`src/pkg/aud_pkg.sv`:
```
package aud_pkg;
  // ----------------------------------------
  // instruction slot layout
  // ----------------------------------------
  localparam int INSN_W = 41;
  localparam int OPC_LSB = 37;
  localparam int OPC_W = 4;
  localparam int X2A_LSB = 34;
  localparam int VE_BIT = 33;
  localparam int X4_LSB = 29;
  localparam int X2B_LSB = 27;
  localparam int SRC3_LSB = 20;
  localparam int SRC2_LSB = 13;
  localparam int DST_LSB = 6;
  localparam int QP_LSB = 0;
  localparam int REG_W = 7;
  localparam int QP_W = 6;
  localparam int TB_BIT = 36;
  localparam int TA_BIT = 33;
  localparam int CREL_BIT = 12;
  localparam int ZA_BIT = 36;
  localparam int ZB_BIT = 33;
  localparam int SLOT_HI_W = INSN_W - 32;

  // ----------------------------------------
  // opcode and extension values
  // ----------------------------------------
  localparam logic [3:0] OPC_ALU = 4'h8;
  localparam logic [3:0] OPC_CMP_FIRST = 4'hc;
  localparam logic [3:0] OPC_CMP_LAST = 4'he;
  localparam logic [1:0] X2A_INT = 2'h0;
  localparam logic [1:0] X2A_SIMD = 2'h1;
  localparam logic [1:0] X2A_ADDS14 = 2'h2;
  localparam logic [3:0] X4_ADD = 4'h0;
  localparam logic [3:0] X4_SUB = 4'h1;
  localparam logic [3:0] X4_PTR = 4'h2;
  localparam logic [3:0] X4_LOGIC = 4'h3;
  localparam logic [3:0] X4_SHLADD = 4'h4;
  localparam logic [3:0] X4_PTR_SHL = 4'h6;
  localparam logic [3:0] X4_SUB_IMM8 = 4'h9;
  localparam logic [3:0] X4_LOGIC_IMM8 = 4'hb;
  localparam logic [3:0] X4_IGNORED_FIRST = 4'hc;
  localparam logic [3:0] SIMD_X4_SHL_ADD = 4'h4;
  localparam logic [3:0] SIMD_X4_SHR_ADD = 4'h6;
  localparam logic [1:0] X2B_0 = 2'h0;
  localparam logic [1:0] X2B_1 = 2'h1;

  // ----------------------------------------
  // register map and bus answers
  // ----------------------------------------
  localparam int ADDR_W = 8;
  localparam logic [7:0] OFS_CTRL = 8'h00;
  localparam logic [7:0] OFS_SLOT_LO = 8'h04;
  localparam logic [7:0] OFS_SLOT_HI = 8'h08;
  localparam logic [7:0] OFS_PRED = 8'h0c;
  localparam logic [7:0] OFS_RESULT = 8'h10;
  localparam logic [7:0] OFS_FIELDS = 8'h14;
  localparam logic [7:0] OFS_FAULT_CNT = 8'h18;
  localparam logic [1:0] RESP_OKAY = 2'h0;
  localparam logic [1:0] RESP_SLVERR = 2'h2;
  localparam logic [31:0] FAULT_CNT_RST = 32'h0000_0000;

  typedef enum logic [4:0] {
    OP_NOP, OP_ADD, OP_ADD1, OP_SUB, OP_SUB1, OP_PTR32_ADD, OP_AND, OP_ANDCM, OP_OR, OP_XOR,
    OP_SHLADD, OP_PTR32_SHLADD, OP_SUB_IMM8, OP_AND_IMM8, OP_ANDCM_IMM8, OP_OR_IMM8, OP_XOR_IMM8,
    OP_ADDS_IMM14, OP_PTR32_ADD_IMM14, OP_CMP, OP_CMP4, OP_SIMD_ALU, OP_PSHLADD2, OP_PSHRADD2
  } aud_op_t;

  typedef struct packed {
    logic claim;
    logic fault;
    logic nop;
    aud_op_t op;
    logic cmpImm;
    logic [2:0] cmpKind;
    logic [1:0] cmpRel;
    logic [1:0] simdSize;
    logic [3:0] x4;
    logic [1:0] x2b;
    logic [REG_W-1:0] src3;
    logic [REG_W-1:0] src2;
    logic [REG_W-1:0] dst;
    logic [QP_W-1:0] qp;
  } aud_dec_t;

  function automatic aud_op_t logic_op(input logic [1:0] sel, input logic imm);
    case (sel)
      2'h0: logic_op = imm ? OP_AND_IMM8 : OP_AND;
      2'h1: logic_op = imm ? OP_ANDCM_IMM8 : OP_ANDCM;
      2'h2: logic_op = imm ? OP_OR_IMM8 : OP_OR;
      default: logic_op = imm ? OP_XOR_IMM8 : OP_XOR;
    endcase
  endfunction : logic_op

  function automatic logic [31:0] apply_strb(input logic [31:0] old, input logic [31:0] data,
                                             input logic [3:0] strb);
    apply_strb = old;
    for (int i = 0; i < 4; i++)
    begin
      if (strb[i])
        apply_strb[i*8+:8] = data[i*8+:8];
    end
  endfunction : apply_strb
endpackage : aud_pkg

```
`src/pkg/aud_dec_if.sv`:
```
`timescale 1ns/1ps
interface aud_dec_if;
  logic [aud_pkg::INSN_W-1:0] slot;
  logic qpVal;
  aud_pkg::aud_dec_t res;
  modport core (input slot, input qpVal, output res);
  modport user (output slot, output qpVal, input res);
endinterface : aud_dec_if

```
`src/design/aud_top.sv`:
```
// Chosen here: the AXI4-Lite slave port and the address map.
`timescale 1ns/1ps
module aud_top (
  input wire logic sys_clk, // core clock
  input wire logic sys_rst, // async reset, active high
  input wire logic [40:0] slotIn, // instruction slot from issue
  input wire logic slotValid, // slot is valid this cycle
  input wire logic qpTrue, // value of the qualifying predicate
  output logic decValid, // registered result valid
  output aud_pkg::aud_op_t decOp, // decoded operation
  output logic decClaim, // slot belongs to this unit
  output logic decFault, // illegal-operation fault
  output logic decNop, // executes as no-operation
  output logic decCmpImm, // compare with immediate
  output logic [2:0] decCmpKind, // compare type and relation bits
  output logic [1:0] decCmpRel, // compare opcode low bits
  output logic [1:0] decSimdSize, // multimedia size bits
  output logic [3:0] decX4, // secondary extension
  output logic [1:0] decX2b, // tertiary extension or count
  output logic [6:0] decSrc3, // source register 3
  output logic [6:0] decSrc2, // source register 2
  output logic [6:0] decDst, // destination register
  output logic [5:0] decQp, // qualifying predicate index
  input wire logic [7:0] s_axi_awaddr, // write address
  input wire logic s_axi_awvalid, // write address valid
  output logic s_axi_awready, // write address ready
  input wire logic [31:0] s_axi_wdata, // write data
  input wire logic [3:0] s_axi_wstrb, // write strobes
  input wire logic s_axi_wvalid, // write data valid
  output logic s_axi_wready, // write data ready
  output logic [1:0] s_axi_bresp, // write response
  output logic s_axi_bvalid, // write response valid
  input wire logic s_axi_bready, // write response ready
  input wire logic [7:0] s_axi_araddr, // read address
  input wire logic s_axi_arvalid, // read address valid
  output logic s_axi_arready, // read address ready
  output logic [31:0] s_axi_rdata, // read data
  output logic [1:0] s_axi_rresp, // read response
  output logic s_axi_rvalid, // read data valid
  input wire logic s_axi_rready // read data ready
);
  typedef struct packed {
    logic swSel;
    logic [40:0] swSlot;
    logic swPred;
    logic [31:0] faultCnt;
    logic resValid;
    aud_pkg::aud_dec_t res;
    logic awHeld;
    logic [7:0] awAddr;
    logic wHeld;
    logic [31:0] wData;
    logic [3:0] wStrb;
    logic awready;
    logic wready;
    logic bvalid;
    logic [1:0] bresp;
    logic arready;
    logic rvalid;
    logic [31:0] rdata;
    logic [1:0] rresp;
  } aud_top_state_t;

  aud_top_state_t st;
  aud_top_state_t next_st;
  logic [40:0] selSlot;
  logic selQp;
  logic selValid;
  logic [31:0] slotLoWord;

  aud_dec_if dec ();

  aud_decoder_core u_core (
    .bus (dec)
  );

  // software mode lets a driver probe encodings without the pipeline
  assign selSlot = st.swSel ? st.swSlot : slotIn;
  assign selQp = st.swSel ? st.swPred : qpTrue;
  assign selValid = st.swSel | slotValid;
  assign dec.slot = selSlot;
  assign dec.qpVal = selQp;
  assign slotLoWord = st.swSlot[31:0];

  // ----------------------------------------
  // next state
  // ----------------------------------------
  always_comb
  begin
    next_st = st;
    next_st.resValid = selValid;
    next_st.res = dec.res;
    // write channel: address and data taken in either order
    if (s_axi_awvalid && st.awready)
    begin
      next_st.awHeld = 1'b1;
      next_st.awAddr = s_axi_awaddr;
      next_st.awready = 1'b0;
    end
    if (s_axi_wvalid && st.wready)
    begin
      next_st.wHeld = 1'b1;
      next_st.wData = s_axi_wdata;
      next_st.wStrb = s_axi_wstrb;
      next_st.wready = 1'b0;
    end
    if (st.awHeld && st.wHeld && !st.bvalid)
    begin
      next_st.awHeld = 1'b0;
      next_st.wHeld = 1'b0;
      next_st.bvalid = 1'b1;
      next_st.bresp = aud_pkg::RESP_OKAY;
      case (st.awAddr)
        aud_pkg::OFS_CTRL: if (st.wStrb[0]) next_st.swSel = st.wData[0];
        aud_pkg::OFS_SLOT_LO: next_st.swSlot[31:0] = aud_pkg::apply_strb(slotLoWord, st.wData, st.wStrb);
        aud_pkg::OFS_SLOT_HI:
        begin
          if (st.wStrb[0]) next_st.swSlot[39:32] = st.wData[7:0];
          if (st.wStrb[1]) next_st.swSlot[40] = st.wData[8];
        end
        aud_pkg::OFS_PRED: if (st.wStrb[0]) next_st.swPred = st.wData[0];
        aud_pkg::OFS_FAULT_CNT: next_st.faultCnt = aud_pkg::FAULT_CNT_RST;
        aud_pkg::OFS_RESULT, aud_pkg::OFS_FIELDS: next_st.bresp = aud_pkg::RESP_OKAY;
        default: next_st.bresp = aud_pkg::RESP_SLVERR;
      endcase
    end
    // a fault in the clearing cycle still counts
    if (selValid && dec.res.fault)
      next_st.faultCnt = next_st.faultCnt + 32'h0000_0001;
    if (st.bvalid && s_axi_bready)
    begin
      next_st.bvalid = 1'b0;
      next_st.awready = 1'b1;
      next_st.wready = 1'b1;
    end
    if (s_axi_arvalid && st.arready)
    begin
      next_st.arready = 1'b0;
      next_st.rvalid = 1'b1;
      next_st.rresp = aud_pkg::RESP_OKAY;
      case (s_axi_araddr)
        aud_pkg::OFS_CTRL: next_st.rdata = {31'h0000_0000, st.swSel};
        aud_pkg::OFS_SLOT_LO: next_st.rdata = st.swSlot[31:0];
        aud_pkg::OFS_SLOT_HI: next_st.rdata = {23'h00_0000, st.swSlot[40:32]};
        aud_pkg::OFS_PRED: next_st.rdata = {31'h0000_0000, st.swPred};
        aud_pkg::OFS_RESULT: next_st.rdata = {9'h000, st.res.x2b, st.res.x4, st.res.simdSize, st.res.cmpRel,
          st.res.cmpKind, st.res.cmpImm, st.res.op, st.resValid, st.res.nop, st.res.fault, st.res.claim};
        aud_pkg::OFS_FIELDS: next_st.rdata = {5'h00, st.res.src3, st.res.src2, st.res.dst, st.res.qp};
        aud_pkg::OFS_FAULT_CNT: next_st.rdata = st.faultCnt;
        default:
        begin
          next_st.rdata = 32'h0000_0000;
          next_st.rresp = aud_pkg::RESP_SLVERR;
        end
      endcase
    end
    if (st.rvalid && s_axi_rready)
    begin
      next_st.rvalid = 1'b0;
      next_st.arready = 1'b1;
    end
  end

  // ----------------------------------------
  // state register
  // ----------------------------------------
  always_ff @(posedge sys_clk or posedge sys_rst)
  begin
    if (sys_rst)
    begin
      st <= '0;
      st.faultCnt <= aud_pkg::FAULT_CNT_RST;
      st.awready <= 1'b1;
      st.wready <= 1'b1;
      st.arready <= 1'b1;
    end
    else
      st <= next_st;
  end

  assign decValid = st.resValid;
  assign decOp = st.res.op;
  assign decClaim = st.res.claim;
  assign decFault = st.res.fault;
  assign decNop = st.res.nop;
  assign decCmpImm = st.res.cmpImm;
  assign decCmpKind = st.res.cmpKind;
  assign decCmpRel = st.res.cmpRel;
  assign decSimdSize = st.res.simdSize;
  assign decX4 = st.res.x4;
  assign decX2b = st.res.x2b;
  assign decSrc3 = st.res.src3;
  assign decSrc2 = st.res.src2;
  assign decDst = st.res.dst;
  assign decQp = st.res.qp;
  assign s_axi_awready = st.awready;
  assign s_axi_wready = st.wready;
  assign s_axi_bvalid = st.bvalid;
  assign s_axi_bresp = st.bresp;
  assign s_axi_arready = st.arready;
  assign s_axi_rvalid = st.rvalid;
  assign s_axi_rdata = st.rdata;
  assign s_axi_rresp = st.rresp;

  // ----------------------------------------
  // checks
  // ----------------------------------------
  property p_foreign;
    @(posedge sys_clk) disable iff (sys_rst)
    (selSlot[40:37] != 4'h8 && (selSlot[40:37] < 4'hc || selSlot[40:37] > 4'he))
      |=> (!decClaim && decOp == aud_pkg::OP_NOP && !decFault);
  endproperty
  a_foreign: assert property (p_foreign) else $error("foreign opcode was claimed");

  property p_imm14;
    @(posedge sys_clk) disable iff (sys_rst)
    (selSlot[40:37] == 4'h8 && selSlot[35] == 1'b1)
      |=> (decOp == ($past(selSlot[34]) ? aud_pkg::OP_PTR32_ADD_IMM14 : aud_pkg::OP_ADDS_IMM14));
  endproperty
  a_imm14: assert property (p_imm14) else $error("immediate-14 add misdecoded");

  property p_logic;
    @(posedge sys_clk) disable iff (sys_rst)
    (selSlot[40:33] == 8'h80 && selSlot[32:29] == 4'h3)
      |=> (decOp == aud_pkg::logic_op($past(selSlot[28:27]), 1'b0) && !decFault && !decNop);
  endproperty
  a_logic: assert property (p_logic) else $error("logical op misdecoded");

  property p_ve_pred;
    @(posedge sys_clk) disable iff (sys_rst)
    (selSlot[40:33] == 8'h81) |=> (decOp == aud_pkg::OP_NOP && (decFault == $past(selQp)) && (decNop != decFault));
  endproperty
  a_ve_pred: assert property (p_ve_pred) else $error("reserved extension bit not honoured");

  property p_simd;
    @(posedge sys_clk) disable iff (sys_rst)
    (selSlot[40:37] == 4'h8 && selSlot[35:34] == 2'h1)
      |=> (decSimdSize == $past({selSlot[36], selSlot[33]}) && decX4 == $past(selSlot[32:29])
           && (decOp == aud_pkg::OP_SIMD_ALU || decOp == aud_pkg::OP_PSHLADD2 || decOp == aud_pkg::OP_PSHRADD2));
  endproperty
  a_simd: assert property (p_simd) else $error("multimedia group misrouted");

  property p_cmp;
    @(posedge sys_clk) disable iff (sys_rst)
    (selSlot[40:37] >= 4'hc && selSlot[40:37] <= 4'he)
      |=> (decClaim && decCmpImm == $past(selSlot[35]) && decCmpKind[1:0] == $past({selSlot[33], selSlot[12]})
           && (decCmpKind[2] == ($past(selSlot[36]) && !decCmpImm)));
  endproperty
  a_cmp: assert property (p_cmp) else $error("compare extension bits misdecoded");

  property p_fields;
    @(posedge sys_clk) disable iff (sys_rst)
    selValid |=> (decValid && decSrc3 == $past(selSlot[26:20]) && decSrc2 == $past(selSlot[19:13])
                  && decDst == $past(selSlot[12:6]) && decQp == $past(selSlot[5:0]));
  endproperty
  a_fields: assert property (p_fields) else $error("register fields not presented");

  property p_ignored;
    @(posedge sys_clk) disable iff (sys_rst)
    (selSlot[40:33] == 8'h80 && selSlot[32:29] >= 4'hc) |=> (decNop && !decFault);
  endproperty
  a_ignored: assert property (p_ignored) else $error("ignored encoding not a no-operation");

  property p_reserved;
    @(posedge sys_clk) disable iff (sys_rst)
    (selValid && selSlot[40:33] == 8'h80 && (selSlot[32:29] == 4'h5 || selSlot[32:29] == 4'h7))
      |=> (decFault && (st.faultCnt == $past(st.faultCnt) + 32'h0000_0001 || st.faultCnt == 32'h0000_0001));
  endproperty
  a_reserved: assert property (p_reserved) else $error("reserved encoding did not fault");
endmodule : aud_top

```
`src/design/aud_decoder_core.sv`:
```
`timescale 1ns/1ps
module aud_decoder_core (
  aud_dec_if.core bus // slot in, decoded result out
);
  aud_pkg::aud_dec_t r;
  logic [3:0] opc;
  logic [1:0] x2a;
  logic [3:0] x4;
  logic [1:0] x2b;
  logic resv;
  logic resvPr;
  logic ign;

  // ----------------------------------------
  // combinational decode
  // ----------------------------------------
  always_comb
  begin
    r = '0;
    r.op = aud_pkg::OP_NOP;
    resv = 1'b0;
    resvPr = 1'b0;
    ign = 1'b0;
    opc = bus.slot[aud_pkg::OPC_LSB+:aud_pkg::OPC_W];
    x2a = bus.slot[aud_pkg::X2A_LSB+:2];
    x4 = bus.slot[aud_pkg::X4_LSB+:4];
    x2b = bus.slot[aud_pkg::X2B_LSB+:2];
    r.src3 = bus.slot[aud_pkg::SRC3_LSB+:aud_pkg::REG_W];
    r.src2 = bus.slot[aud_pkg::SRC2_LSB+:aud_pkg::REG_W];
    r.dst = bus.slot[aud_pkg::DST_LSB+:aud_pkg::REG_W];
    r.qp = bus.slot[aud_pkg::QP_LSB+:aud_pkg::QP_W];
    r.x4 = x4;
    r.x2b = x2b;
    r.simdSize = {bus.slot[aud_pkg::ZA_BIT], bus.slot[aud_pkg::ZB_BIT]};
    if (opc == aud_pkg::OPC_ALU)
    begin
      r.claim = 1'b1;
      case (x2a)
        aud_pkg::X2A_INT:
        begin
          if (bus.slot[aud_pkg::VE_BIT])
            resvPr = 1'b1;
          else
            case (x4)
              aud_pkg::X4_ADD: if (x2b == aud_pkg::X2B_0) r.op = aud_pkg::OP_ADD;
                else if (x2b == aud_pkg::X2B_1) r.op = aud_pkg::OP_ADD1;
                else resv = 1'b1;
              aud_pkg::X4_SUB: if (x2b == aud_pkg::X2B_0) r.op = aud_pkg::OP_SUB1;
                else if (x2b == aud_pkg::X2B_1) r.op = aud_pkg::OP_SUB;
                else resv = 1'b1;
              aud_pkg::X4_PTR: if (x2b == aud_pkg::X2B_0) r.op = aud_pkg::OP_PTR32_ADD;
                else resv = 1'b1;
              aud_pkg::X4_LOGIC: r.op = aud_pkg::logic_op(x2b, 1'b0);
              // shift count sits in the low extension here
              aud_pkg::X4_SHLADD: r.op = aud_pkg::OP_SHLADD;
              aud_pkg::X4_PTR_SHL: r.op = aud_pkg::OP_PTR32_SHLADD;
              aud_pkg::X4_SUB_IMM8: if (x2b == aud_pkg::X2B_1) r.op = aud_pkg::OP_SUB_IMM8;
                else resv = 1'b1;
              aud_pkg::X4_LOGIC_IMM8: r.op = aud_pkg::logic_op(x2b, 1'b1);
              default: if (x4 >= aud_pkg::X4_IGNORED_FIRST) ign = 1'b1;
                else resv = 1'b1;
            endcase
        end
        aud_pkg::X2A_SIMD:
        begin
          if (!bus.slot[aud_pkg::ZA_BIT] && bus.slot[aud_pkg::ZB_BIT] && x4 == aud_pkg::SIMD_X4_SHL_ADD)
            r.op = aud_pkg::OP_PSHLADD2;
          else if (!bus.slot[aud_pkg::ZA_BIT] && bus.slot[aud_pkg::ZB_BIT] && x4 == aud_pkg::SIMD_X4_SHR_ADD)
            r.op = aud_pkg::OP_PSHRADD2;
          else
            r.op = aud_pkg::OP_SIMD_ALU;
        end
        aud_pkg::X2A_ADDS14: r.op = aud_pkg::OP_ADDS_IMM14;
        default: r.op = aud_pkg::OP_PTR32_ADD_IMM14;
      endcase
    end
    else if (opc >= aud_pkg::OPC_CMP_FIRST && opc <= aud_pkg::OPC_CMP_LAST)
    begin
      r.claim = 1'b1;
      r.cmpImm = x2a[1];
      r.op = x2a[0] ? aud_pkg::OP_CMP4 : aud_pkg::OP_CMP;
      r.cmpRel = opc[1:0];
      if (x2a[1])
        r.cmpKind = {1'b0, bus.slot[aud_pkg::TA_BIT], bus.slot[aud_pkg::CREL_BIT]};
      else
        r.cmpKind = {bus.slot[aud_pkg::TB_BIT], bus.slot[aud_pkg::TA_BIT], bus.slot[aud_pkg::CREL_BIT]};
    end
    r.fault = resv | (resvPr & bus.qpVal);
    r.nop = ign | (resvPr & !bus.qpVal);
    if (r.fault || r.nop)
      r.op = aud_pkg::OP_NOP;
  end

  assign bus.res = r;
endmodule : aud_decoder_core

```
`config.mk`:
```
export PLATFORM = sky130hd
export DESIGN_NAME = aud_top
export DESIGN_NICKNAME = d
export VERILOG_FILES = /design/src/pkg/aud_pkg.sv /design/src/pkg/aud_dec_if.sv /design/src/design/aud_top.sv /design/src/design/aud_decoder_core.sv
export SDC_FILE = /design/constraint.sdc
export NUM_CORES = 1
export LEC_CHECK = 0
export ABC_CLOCK_PERIOD_IN_PS = 11950
export BUFFER_PORTS_ARGS = -buffer_cell sky130_fd_sc_hd__buf_4
export CAP_MARGIN = 20
export CORE_AREA = 4 4 137 139
export DETAILED_ROUTE_END_ITERATION = 7
export DIE_AREA = 0 0 141 143
export HOLD_SLACK_MARGIN = 0.03
export PLACE_DENSITY = 0.85
export SLEW_MARGIN = 40
export SYNTH_ARGS = -nofsm -noshare
export SYNTH_HDL_FRONTEND = slang
export SYNTH_SLANG_ARGS = --single-unit
```
`constraint.sdc`:
```
create_clock -name sys_clk -period 11.95 [get_ports sys_clk]
set_input_delay 0.5975 -clock sys_clk [delete_from_list [all_inputs] [get_ports sys_clk]]
set_output_delay 0.5975 -clock sys_clk [all_outputs]
set_load 0.1 [all_outputs]
```
==> out/qor.csv, run 1 <==
stage;metric;value;unit
worst_setup_path;arrival;4.31;ns
synthesis;synth_edf_count;0;
cells_and_area;fillers;1305;
placed_design;pre_cts_ws;8.04;ns
power;power_frac_seq;46.0;%
synthesis;synth_warnings;0;
placed_design;gp_congestion;0.885;
die;rows;49;
synthesis;syn_area;10300;sq um
clock_network;cts_max_level;1;
worst_hold_path;hp-class;input pin to async pin;
power;p_clk_share;34.5;%
drt;drc;0;
synthesis;synth_cell_types;66;
clock_network;clockBufferDepth;3;
power;power_density;163;nW/um^2
power;peakVddDrop;117;uV
worst_setup_path;max_stage_delay;0.55;ns
power;internal_power;1380;uW
sta;timing.fmax;0.257;GHz
drt;wl_per_cell;21.6;um
drt;dr.pass1.iters;6;
grt;grt_antenna_before_repair;1;
clock_network;clk_pin_slew;0.06;ns
sta;slew_headroom;47.3;%
clock_network;cts_root_buf;clkbuf_16;
run_status;status;finished clean;
sta;finalSetupTns;0;ns
worst_setup_path;cp_top_family;simple AND/OR/NAND/NOR gates;
sta;setup_viol;0;
die;fp.dieArea;20200;sq um
clock_network;hold_buffers;0;
die;dieHeight;143;um
sta;fin_skew;0.0115;ns
worst_setup_path;cp_slowest_cell;or4_1;
power;switchingPower;593;uW
cells_and_area;final_common_cell;dfrtp_1;
synthesis;synth-main-ff-cell;dfrtp_1;
synthesis;ys_async_sr_fraction;100;%
sta;grt_setup_unrepaired;no;
worst_setup_path;crit_buf_inv;2;
sta;fin_crit_sh;32.5;%
power;power_frac_comb;19.6;%
clock_network;cts_setup_buffers;0;
worst_setup_path;crit_path_end_kind;register;
cells_and_area;layout-drive-gt1-share;35.8;%
drt;postRouteAntennaNets;0;
placed_design;dp_hpwl;18700;um
grt;grt_pass1_wl;42400;um
die;start_util;58.5;%
clock_network;cts_num_sinks;210;
power;finalPower;1970;uW
drt;routed-via-count;7826;
drt;drt_iter0_markers;882;
drt;via_per_inst;6.19;
die;fp.coreArea;17700;sq um
synthesis;yosysSeqAreaShare;50.9;%
sta;setup_ws;8.06;ns
synthesis;postSynthCellCount;918;
sta;worstMarginPinSlew;0.788;ns
clock_network;numCtsBuffers;22;
sta;final_hold_viol_count;0;
worst_setup_path;crit_chain;buf_4 > buf_12 > mux2i_1 > ha_1 > or3b_1 > o2bb2a_4 > nor4b_4 > o211ai_4 > or4_1 > nand2_1;
worst_setup_path;critPathMaxFanout;44;
job;maxCapViolCount;0;
grt;grtUsageTotal;26.4;%
sta;slew_viol_final;0;
power;leakage;0.00572;uW
grt;grt_start_max_net_pins;130;
drt;drt-total-wl;27300;um
sta;post-route-min-period;3.89;ns
clock_network;clk_latency;0.50;ns
cells_and_area;area_growth;17.6;%
cells_and_area;fin_area;12100;sq um
die;fp.dieW;141;um
die;io_pins;193;
clock_network;tritoncts;yes;
placed_design;port_buffers;190;
grt;grt_pass1_vias;7850;
worst_setup_path;worstPathRequired;12.38;ns
power;switching_share;30.1;%
clock_network;cts_resized;0;
cells_and_area;layout_common_cells;206 x dfrtp_1, 200 x buf_4, 116 x mux2_2, 81 x nand2_1, 33 x a21oi_1;
grt;gr-total-overflow;0;
worst_setup_path;worstSetupPathType;register to register;
synthesis;synth_seq_cells;210;
worst_setup_path;critPathLaunchType;register;
synthesis;synth_area_per_cell;11.2;sq um
placed_design;post_dp_cell_area;11400;sq um
cells_and_area;nNetsFinal;1132;
cell usage after synthesis (7+ instances only):
cell,n,area (sq um)
buf_4,82,616
nor2b_1,7,43.8
ha_1,9,113
o21ai_0,26,130
nor3_1,20,100
mux2_2,116,1310
or4_1,13,97.6
inv_1,24,90.1
o211ai_1,15,113
dfrtp_1,207,5180
nand4_1,7,43.8
nor2_1,26,97.6
a21oi_1,33,165
nand2b_1,17,106
a222oi_1,27,270
a22oi_1,15,113
nand3_1,18,90.1
a21o_1,23,173
nand2_1,82,308
clkbuf_1,32,120
mux2i_1,15,150
stage by stage:
step,hold WS (ns),std cells,util (%)
finish,0.194,1265,68.7
global route,0.248,1265,68.7
CTS,0.230,1263,68.6
detailed placement,0.467,1225,64.5
global placement,0.461,1225,64.4
floorplan,0.451,919,-
power groups by stage:
stage	Clock, uW	Combinational, uW	Sequential [uW]
6_report	680	387	907
3_5_place_dp	0	387	916
2_1_floorplan	0	279	920
4_1_cts	686	388	905
3_3_place_gp	0	375	910
5_1_grt	714	413	919
cell type report:
class | count | area, sq um | share of cell area, %
Antenna cell | 1 | 2.50 | 0.0206
Clock buffer | 35 | 681 | 5.61
Clock inverter | 3 | 40.0 | 0.330
Inverter | 24 | 103 | 0.846
Multi-Input combinational cell | 561 | 4230 | 34.9
Sequential cell | 210 | 5260 | 43.3
Tap cell | 229 | 287 | 2.36
Timing Repair Buffer | 202 | 1530 | 12.6
routing by layer:
layer / vias up / share of wire [%] / GRT usage (%)
met3: 51 / 8.4 / 4.35
met4: 0 / 2.1 / 6.32
met1: 3867 / 41 / 36.0
met2: 418 / 49 / 44.7
li1: 3490 / - / -
met5: - / 0 / 0
cells by family after synthesis:
group / count (synthesis) / share of synthesized area, %
buffers and inverters: 148 / 8.50
DFF: 210 / 50.9
and+or+nand+nor: 223 / 11.2
AOI/OAI and AO/OA: 190 / 13.6
muxes: 131 / 14.1
xor gates and xnor gates: 6 / 0.509
other: 1 / 0.0363
adders and majority gates: 9 / 1.09
worst reg2reg max path: cells and delay by family (launching register included):
kind                       cells  cell delay [ns]
AOI/OAI and AO/OA              2             0.57
adders and majority gates      1             0.31
buffers and inverters          2             0.61
DFF                            1             0.35
muxes                          1             0.55
and+or+nand+nor                4             1.43
sequential cells by signal (all words and copies together), names as in the netlist, 2 cells and up:
signal       flops
decX2b           2
decX4            4
decCmpRel        2
decSrc2          7
decQp            6
decOp            5
decSimdSize      2
decCmpKind       3
slotLoWord      32
decDst           7
decSrc3          7
st              89
s_axi_rdata     32
final timing paths:
path	startpoint	end	slack [ns]	cells past startpoint
min in group sys_clk	s_axi_awvalid	s_axi_awready	0.26	2
worst min-delay path	sys_rst	st[85]	0.19	2
max in group asynchronous	sys_rst	s_axi_rdata[17]	10.54	3
worst min register to register	s_axi_rdata[24]	s_axi_rdata[24]	0.48	2
worst max-delay path	st[211]	st[157]	8.06	10
worst max register to register	st[211]	st[157]	8.06	10
No activity file was read; power rests on OpenSTA's default activity.
==> run 2, diff against run 1 <==
- ABC_CLOCK_PERIOD_IN_PS: 11950 -> 4000
- CORE_AREA: 4 4 137 139 -> 4 4 141 143
- DIE_AREA: 0 0 141 143 -> 0 0 145 147
- PLACE_DENSITY: 0.85 -> 0.81
- clock period: 11.95 -> 4 ns (I/O delays scaled with it)
==> run 2 against run 1 <==
Compared with the run above:
- sequential power grew to 3.0 times the previous value
- via count grew 4.0%
- worst hold slack lost 0.11 ns
- final cell count grew 7.7%
- non-clock buffer count grew 89
- sequential share of layout area shrank 3.0 points
- sequential cell count is the same
- register-to-register slack lost 7.5 ns
- setup slack lost 7.5 ns
- die area grew 5.7%
- critical endpoint is now st[151]
- largest cell class unchanged
==> out/qor.csv, run 2 (same netlist as run 1, synthesis figures left out) <==
stage;metric;value;unit;change
sta;worstMarginPinSlew;0.768;ns;-0.0197 ns
worst_setup_path;cp_slowest_cell;dfrtp_2;;
die;dieHeight;147;um;+2.8%
grt;grt_pass1_vias;8346;;+6.3%
clock_network;cts_max_level;1;;unchanged
drt;drt-total-wl;28700;um;+5.1%
worst_setup_path;worstSetupPathType;register to register;;
worst_setup_path;crit_path_end_kind;register;;
worst_setup_path;reg2reg_from;st[211];;
die;fp.dieW;145;um;+2.8%
sta;grt_setup_unrepaired;no;;
placed_design;gp_congestion;0.900;;+1.7%
sta;setup_viol;0;;unchanged
placed_design;dp_hpwl;18900;um;+1.2%
cells_and_area;fin_cells;1362;;+7.7%
worst_hold_path;hp-class;input pin to register;;
sta;timing.fmax;0.291;GHz;+13%
sta;fin_skew;0.0295;ns;+0.0179 ns
die;fp.coreArea;18600;sq um;+5.2%
worst_setup_path;crit_start;st[211];;
grt;grt_pass1_wl;46400;um;+9.3%
cells_and_area;nNetsFinal;1223;;+8.0%
worst_setup_path;crit_chain;mux2i_1 > ha_1 > or3b_1 > o2bb2a_4 > nor4b_4 > o211ai_4 > or4b_1 > o21ai_1;;
die;rows;50;;+2.0%
drt;routed-via-count;8138;;+4.0%
drt;dr.pass1.iters;7;;+1
cells_and_area;fin_area;13100;sq um;+7.6%
sta;slew_headroom;48.6;%;+1.3 points
worst_setup_path;max_stage_delay;0.54;ns;about the same
clock_network;clockBufferDepth;3;;unchanged
sta;post-route-min-period;3.44;ns;-0.450 ns
clock_network;cts_resized;0;;unchanged
clock_network;cts_root_buf;clkbuf_16;;
grt;grtUsageTotal;26.9;%;+0.51 points
worst_setup_path;worstPathRequired;4.43;ns;-7.95 ns
cells_and_area;area_growth;26.4;%;
placed_design;post_dp_cell_area;11400;sq um;+0.52%
clock_network;cts_num_sinks;210;;unchanged
cells_and_area;post-route-util;70.2;%;+1.5 points
grt;grt_antenna_before_repair;0;;-1
sta;fin_crit_sh;85.9;%;+53 points
cells_and_area;antenna-diode-count;0;;-1
sta;finalSetupTns;0;ns;unchanged
drt;via_per_inst;5.98;;-3.4%
cells_and_area;layout-drive-gt1-share;33.9;%;-2.0 points
drt;postRouteAntennaNets;0;;unchanged
placed_design;dp.cells;1237;;+0.98%
drt;wl_per_cell;21.1;um;-2.4%
cells_and_area;final_common_cell;buf_4;;
clock_network;clk_pin_slew;0.06;ns;about the same
worst_setup_path;arrival;3.87;ns;-0.44 ns
job;maxCapViolCount;0;;unchanged
placed_design;port_buffers;190;;unchanged
grt;gr-total-overflow;0;;unchanged
clock_network;cts_setup_buffers;0;;unchanged
run_status;status;finished clean;;
cells_and_area;layout_common_cells;207 x buf_4, 206 x dfrtp_1, 116 x mux2_2, 82 x dlygate4sd3_1, 81 x nand2_1;;
die;fp.dieArea;21300;sq um;+5.7%
sta;slew_viol_final;0;;unchanged
clock_network;numCtsBuffers;24;;+9.1%
die;start_util;55.6;%;-2.9 points
power;leakage;0.00612;uW;+7.0%
worst_hold_path;hold_start;slotIn[38];;
cells_and_area;top_register;st;;
clock_network;tritoncts;yes;;
grt;grt_start_max_net_pins;164;;+26%
power;power_density;461;nW/um^2;+180%
drt;drc;0;;unchanged
clock_network;clk_latency;0.52;ns;+0.02 ns
sta;final_hold_viol_count;0;;unchanged
power;peakVddDrop;358;uV;+210%
cells_and_area;fillers;1311;;+0.46%
die;io_pins;193;;unchanged
worst_setup_path;critPathMaxFanout;24;;-45%
cells_and_area;largest_register_ffs;89;;unchanged
worst_setup_path;critPathLaunchType;register;;
drt;drt_iter0_markers;919;;+4.2%
## run 2: worst paths after layout
check                             endpoint  slack, ns  cells after the start
max                                st[151]       0.56                      8
min                           decCmpRel[1]       0.09                      3
max reg2reg                        st[151]       0.56                      8
min reg2reg                s_axi_rdata[26]       0.48                      2
max in group asynchronous       decSrc3[0]       2.80                      5
min in group asynchronous         decQp[1]       0.33                      4
## run 2: cell type report
cell class	count	area, sq um	area share (%)
sequential	210	5260	40.3
multi-input combinational	561	4230	32.4
timing repair buffer	291	2420	18.6
clock buffer	35	692	5.30
tap	234	293	2.24
inverter	24	93.8	0.719
clock inverter	7	56.3	0.431
## run 2: where the power goes
part	internal, uW	switching, uW
Combinational	506	732
Sequential	2460	254
Clock	1200	863
## run 2: through the flow
step	setup WS (ns)	power (uW)	hold WS, ns
final	0.565	6020	0.0860
after global routing	0.375	6270	0.0549
after CTS	0.624	6020	0.0310
after detailed placement	0.678	3890	0.368
after global placement	0.808	3850	0.368
after floorplan	0.531	3580	0.263
## run 2: timing repair
item	4_1_cts	5_1_grt
endpoints found under the hold margin	210	0
hold buffers	82	0
setup endpoints to repair	0	0
## run 2: worst max-delay path, delay by kind of cell (launching register included)
| family | cells | cell delay, ns |
|---|---|---|
| compound gates | 3 | 0.65 |
| fa+ha+maj | 1 | 0.31 |
| flops | 1 | 0.54 |
| mux | 1 | 0.54 |
| simple gates | 3 | 1.30 |
## run 2: metal layers
metal | track usage, % | vias up | wire length, um
met5 | 0 | - | 0
met4 | 6.89 | 0 | 733
met3 | 5.77 | 54 | 2290
met2 | 44.7 | 398 | 13900
met1 | 36.3 | 4032 | 11700
li1 | - | 3654 | -
==> run 3, diff against run 2 <==
- ABC_AREA: default -> 1
- ABC_CLOCK_PERIOD_IN_PS: 4000 -> 2800
- CORE_AREA: 4 4 141 143 -> 4 4 153 155
- DIE_AREA: 0 0 145 147 -> 0 0 157 159
- PLACE_DENSITY: 0.81 -> 0.76
- clock period: 4 -> 2.8 ns (I/O delays scaled with it)
==> run 3 against run 2 <==
Compared with the run above:
- setup slack got worse by 0.35 ns
- clock power increased by 61%
- synthesized cell count up 58%
- area after synthesis up 6.9%
- power increased by 110%
- final cell count grew 43%
- sequential cell count unchanged
- global-route usage up 0.26 points
- utilization is 6.5 points lower
- count of clock-buffer cells in the layout is 3 lower
- critical path type unchanged
- sequential power rose by 61%
- fmax rose by 33%
==> out/qor.csv, run 3 <==
stage;metric;value;unit;change
clock_network;clk_latency;0.54;ns;+0.02 ns
job;maxCapViolCount;0;;unchanged
die;fp.dieW;157;um;+8.3%
clock_network;cts_root_buf;clkbuf_16;;
sta;finalSetupTns;0;ns;unchanged
synthesis;synth-main-ff-cell;dfrtp_1;;
synthesis;synth_area_per_cell;7.59;sq um;-32%
sta;slew_viol_final;0;;unchanged
synthesis;synth_most_common_cell;nand2_1;;
die;dieHeight;159;um;+8.2%
cells_and_area;final_common_cell;nand2_1;;
sta;grt_setup_unrepaired;no;;
sta;worstMarginPinSlew;0.664;ns;-0.105 ns
power;p_clk_share;26.6;%;-7.8 points
sta;fin_crit_sh;92.3;%;+6.4 points
sta;post-route-min-period;2.59;ns;-0.850 ns
synthesis;synth.area.top_cells;dfrtp_1 47%, nand2_1 17%, o21ai_0 6.8%;;
clock_network;tritoncts;yes;;
synthesis;ys_async_sr_fraction;100;%;unchanged
clock_network;clockBufferDepth;3;;unchanged
worst_setup_path;arrival;3.00;ns;-0.87 ns
cells_and_area;top_register;st;;
cells_and_area;post-route-util;63.8;%;-6.5 points
synthesis;synth_edf_count;0;;unchanged
power;leakage;0.00701;uW;+14%
synthesis;synth_warnings;0;;unchanged
sta;fin_skew;0.0162;ns;-0.0133 ns
sta;timing.fmax;0.387;GHz;+33%
placed_design;gp_congestion;0.950;;+5.5%
power;finalPower;12600;uW;+110%
power;power_density;902;nW/um^2;+96%
placed_design;port_buffers;190;;unchanged
worst_setup_path;critPathLaunchType;register;;
placed_design;post_dp_cell_area;12200;sq um;+6.4%
worst_setup_path;worstPathRequired;3.21;ns;-1.22 ns
sta;setup_viol;0;;unchanged
drt;drt_iter0_markers;770;;-16%
worst_setup_path;cp_slowest_cell;dfrtp_1;;
synthesis;synth_cell_types;46;;-30%
worst_setup_path;crit_chain;buf_4 > o21ai_0 > ha_1 > nand2_1 > nor3_2 > nand2_2 > nand2_4 > nand2_4 > buf_4 > o21ai_0 > nand2_1;;
clock_network;clk_pin_slew;0.06;ns;about the same
cells_and_area;nNetsFinal;1764;;+44%
clock_network;numCtsBuffers;24;;unchanged
die;io_pins;193;;unchanged
drt;wl_per_cell;17.4;um;-17%
run_status;status;finished clean;;
die;rows;54;;+8.0%
worst_setup_path;crit_path_end_kind;register;;
worst_setup_path;critPathMaxFanout;24;;unchanged
cells_and_area;layout_common_cells;509 x nand2_1, 213 x buf_4, 207 x dfrtp_1, 150 x inv_1, 150 x o21ai_0;;
grt;gr-total-overflow;0;;unchanged
synthesis;yosysSeqAreaShare;47.7;%;-3.3 points
grt;grtUsageTotal;27.1;%;+0.26 points
placed_design;dp_hpwl;24500;um;+29%
cells_and_area;largest_register_ffs;89;;unchanged
cells_and_area;area_growth;26.2;%;
power;power_frac_comb;38.6;%;+18 points
drt;postRouteAntennaNets;0;;unchanged
sta;final_hold_viol_count;0;;unchanged
synthesis;synth_largest_area_cell;dfrtp_1;;
synthesis;netlist.area_leader.share;46.9;%;-3.2 points
power;power_frac_seq;34.8;%;-10 points
synthesis;syn_area;11000;sq um;+6.9%
synthesis;synth_seq_cells;210;;unchanged
power;switchingPower;5550;uW;+200%
drt;via_per_inst;5.21;;-13%
sta;slew_headroom;55.5;%;+6.9 points
worst_hold_path;hp-class;input pin to register;;
synthesis;synthTopCellsByCount;510 x nand2_1, 207 x dfrtp_1, 152 x inv_1;;
power;switching_share;44.2;%;+13 points
clock_network;cts_max_level;1;;unchanged
cells_and_area;layout-drive-gt1-share;17.2;%;-17 points
drt;routed-via-count;10200;;+25%
power;internal_power;7010;uW;+68%
synthesis;postSynthCellCount;1453;;+58%
worst_setup_path;max_stage_delay;0.50;ns;-0.04 ns
cells_and_area;fin_area;13900;sq um;+6.6%
sta;holdWs;0.0595;ns;-0.0266 ns
worst_hold_path;worstHoldPathCells;4;;+1
die;fp.dieArea;25000;sq um;+17%
drt;drt-total-wl;34000;um;+19%
clock_network;cts_num_sinks;210;;unchanged
worst_setup_path;r2r_cells;11;;+3
grt;grt_start_max_net_pins;83;;-49%
die;start_util;50.6;%;-5.0 points
die;fp.coreArea;21800;sq um;+17%
grt;grt_antenna_before_repair;0;;unchanged
grt;grt_pass1_wl;54000;um;+16%
worst_setup_path;worstSetupPathType;register to register;;
power;peakVddDrop;823;uV;+130%
grt;grt_pass1_vias;10100;;+21%
drt;dr.pass1.iters;7;;unchanged
drt;drc;0;;unchanged
[run 3: cell types whose count changed after synthesis, sizes merged, moves of 23 or more]
cell | previous run | this run
mux2 | 116 | 0
a222oi | 27 | 0
nor2 | 26 | 104
a21o | 23 | 0
nand3 | 18 | 73
nand2 | 82 | 518
inv | 24 | 157
o21ai | 27 | 160
[run 3: worst max-delay path: cells and delay by family, from the launching register on]
kind | cells | cell delay (ns)
DFF | 1 | 0.50
and+or+nand+nor | 6 | 0.60
buffers and inverters | 2 | 0.51
adders and majority gates | 1 | 0.27
AOI/OAI and AO/OA | 2 | 0.56
[run 3: final cells by class]
type,instances,area [sq um]
Fill cell,1823,7910
Sequential cell,210,5260
Multi-Input combinational cell,955,4330
Timing Repair Buffer,303,2520
Clock buffer,32,661
Inverter,159,606
Tap cell,280,350
Clock inverter,11,191
Antenna cell,1,2.50
[run 3: kinds of logic after synthesis]
family / after synthesis / synth area share [%]
buffers and inverters: 289 / 13.2
and+or+nand+nor: 723 / 26.9
AOI/OAI and AO/OA: 209 / 10.3
adders and majority gates: 9 / 1.02
xor gates and xnor gates: 12 / 0.953
DFF: 210 / 47.7
other: 1 / 0.0340
[run 3: timing repair]
| action | 4_1_cts | 5_1_grt |
|---|---|---|
| hold endpoints to repair | 102 | 0 |
| buffers inserted | 0 | 0 |
| endpoints found under the setup margin | 0 | 10 |
| hold buffers | 87 | 0 |
| resized for setup | 0 | 2 |
[run 3: routing by layer]
layer  track usage (%)  routed length, um  part of all wire, %
met5                 0                  0                    0
met4              9.98               1410                  4.1
met3              4.24               2300                  6.8
met2              44.8              16600                   49
met1              36.1              13700                   40
[run 3: power groups by stage]
| stage | sequential, uW | combinational (uW) | clock (uW) |
|---|---|---|---|
| 3_3_place_gp | 4370 | 4620 | 0 |
| 5_1_grt | 4430 | 5210 | 3520 |
| 3_5_place_dp | 4390 | 4690 | 0 |
| 6_report | 4370 | 4850 | 3340 |
| 2_1_floorplan | 4460 | 3610 | 0 |
| 4_1_cts | 4350 | 4830 | 3380 |
[run 3: through the flow]
step	cells	setup WS [ns]
floorplan	1454	-0.131
global placement	1820	0.288
detailed placement	1820	0.195
CTS	1950	0.156
global route	1950	0.00459
finish	1951	0.215
[run 3: path summary, 6_finish.rpt]
| kind | endpoint | start | slack [ns] |
|---|---|---|---|
| worst max register to register | st[140] | st[211] | 0.21 |
| worst min-delay path | decCmpRel[1] | slotIn[38] | 0.06 |
| max in group asynchronous | s_axi_awready | sys_rst | 1.80 |
| worst max-delay path | st[140] | st[211] | 0.21 |
| min in group asynchronous | st[138] | sys_rst | 0.20 |
| worst min register to register | s_axi_rdata[10] | s_axi_rdata[10] | 0.48 |
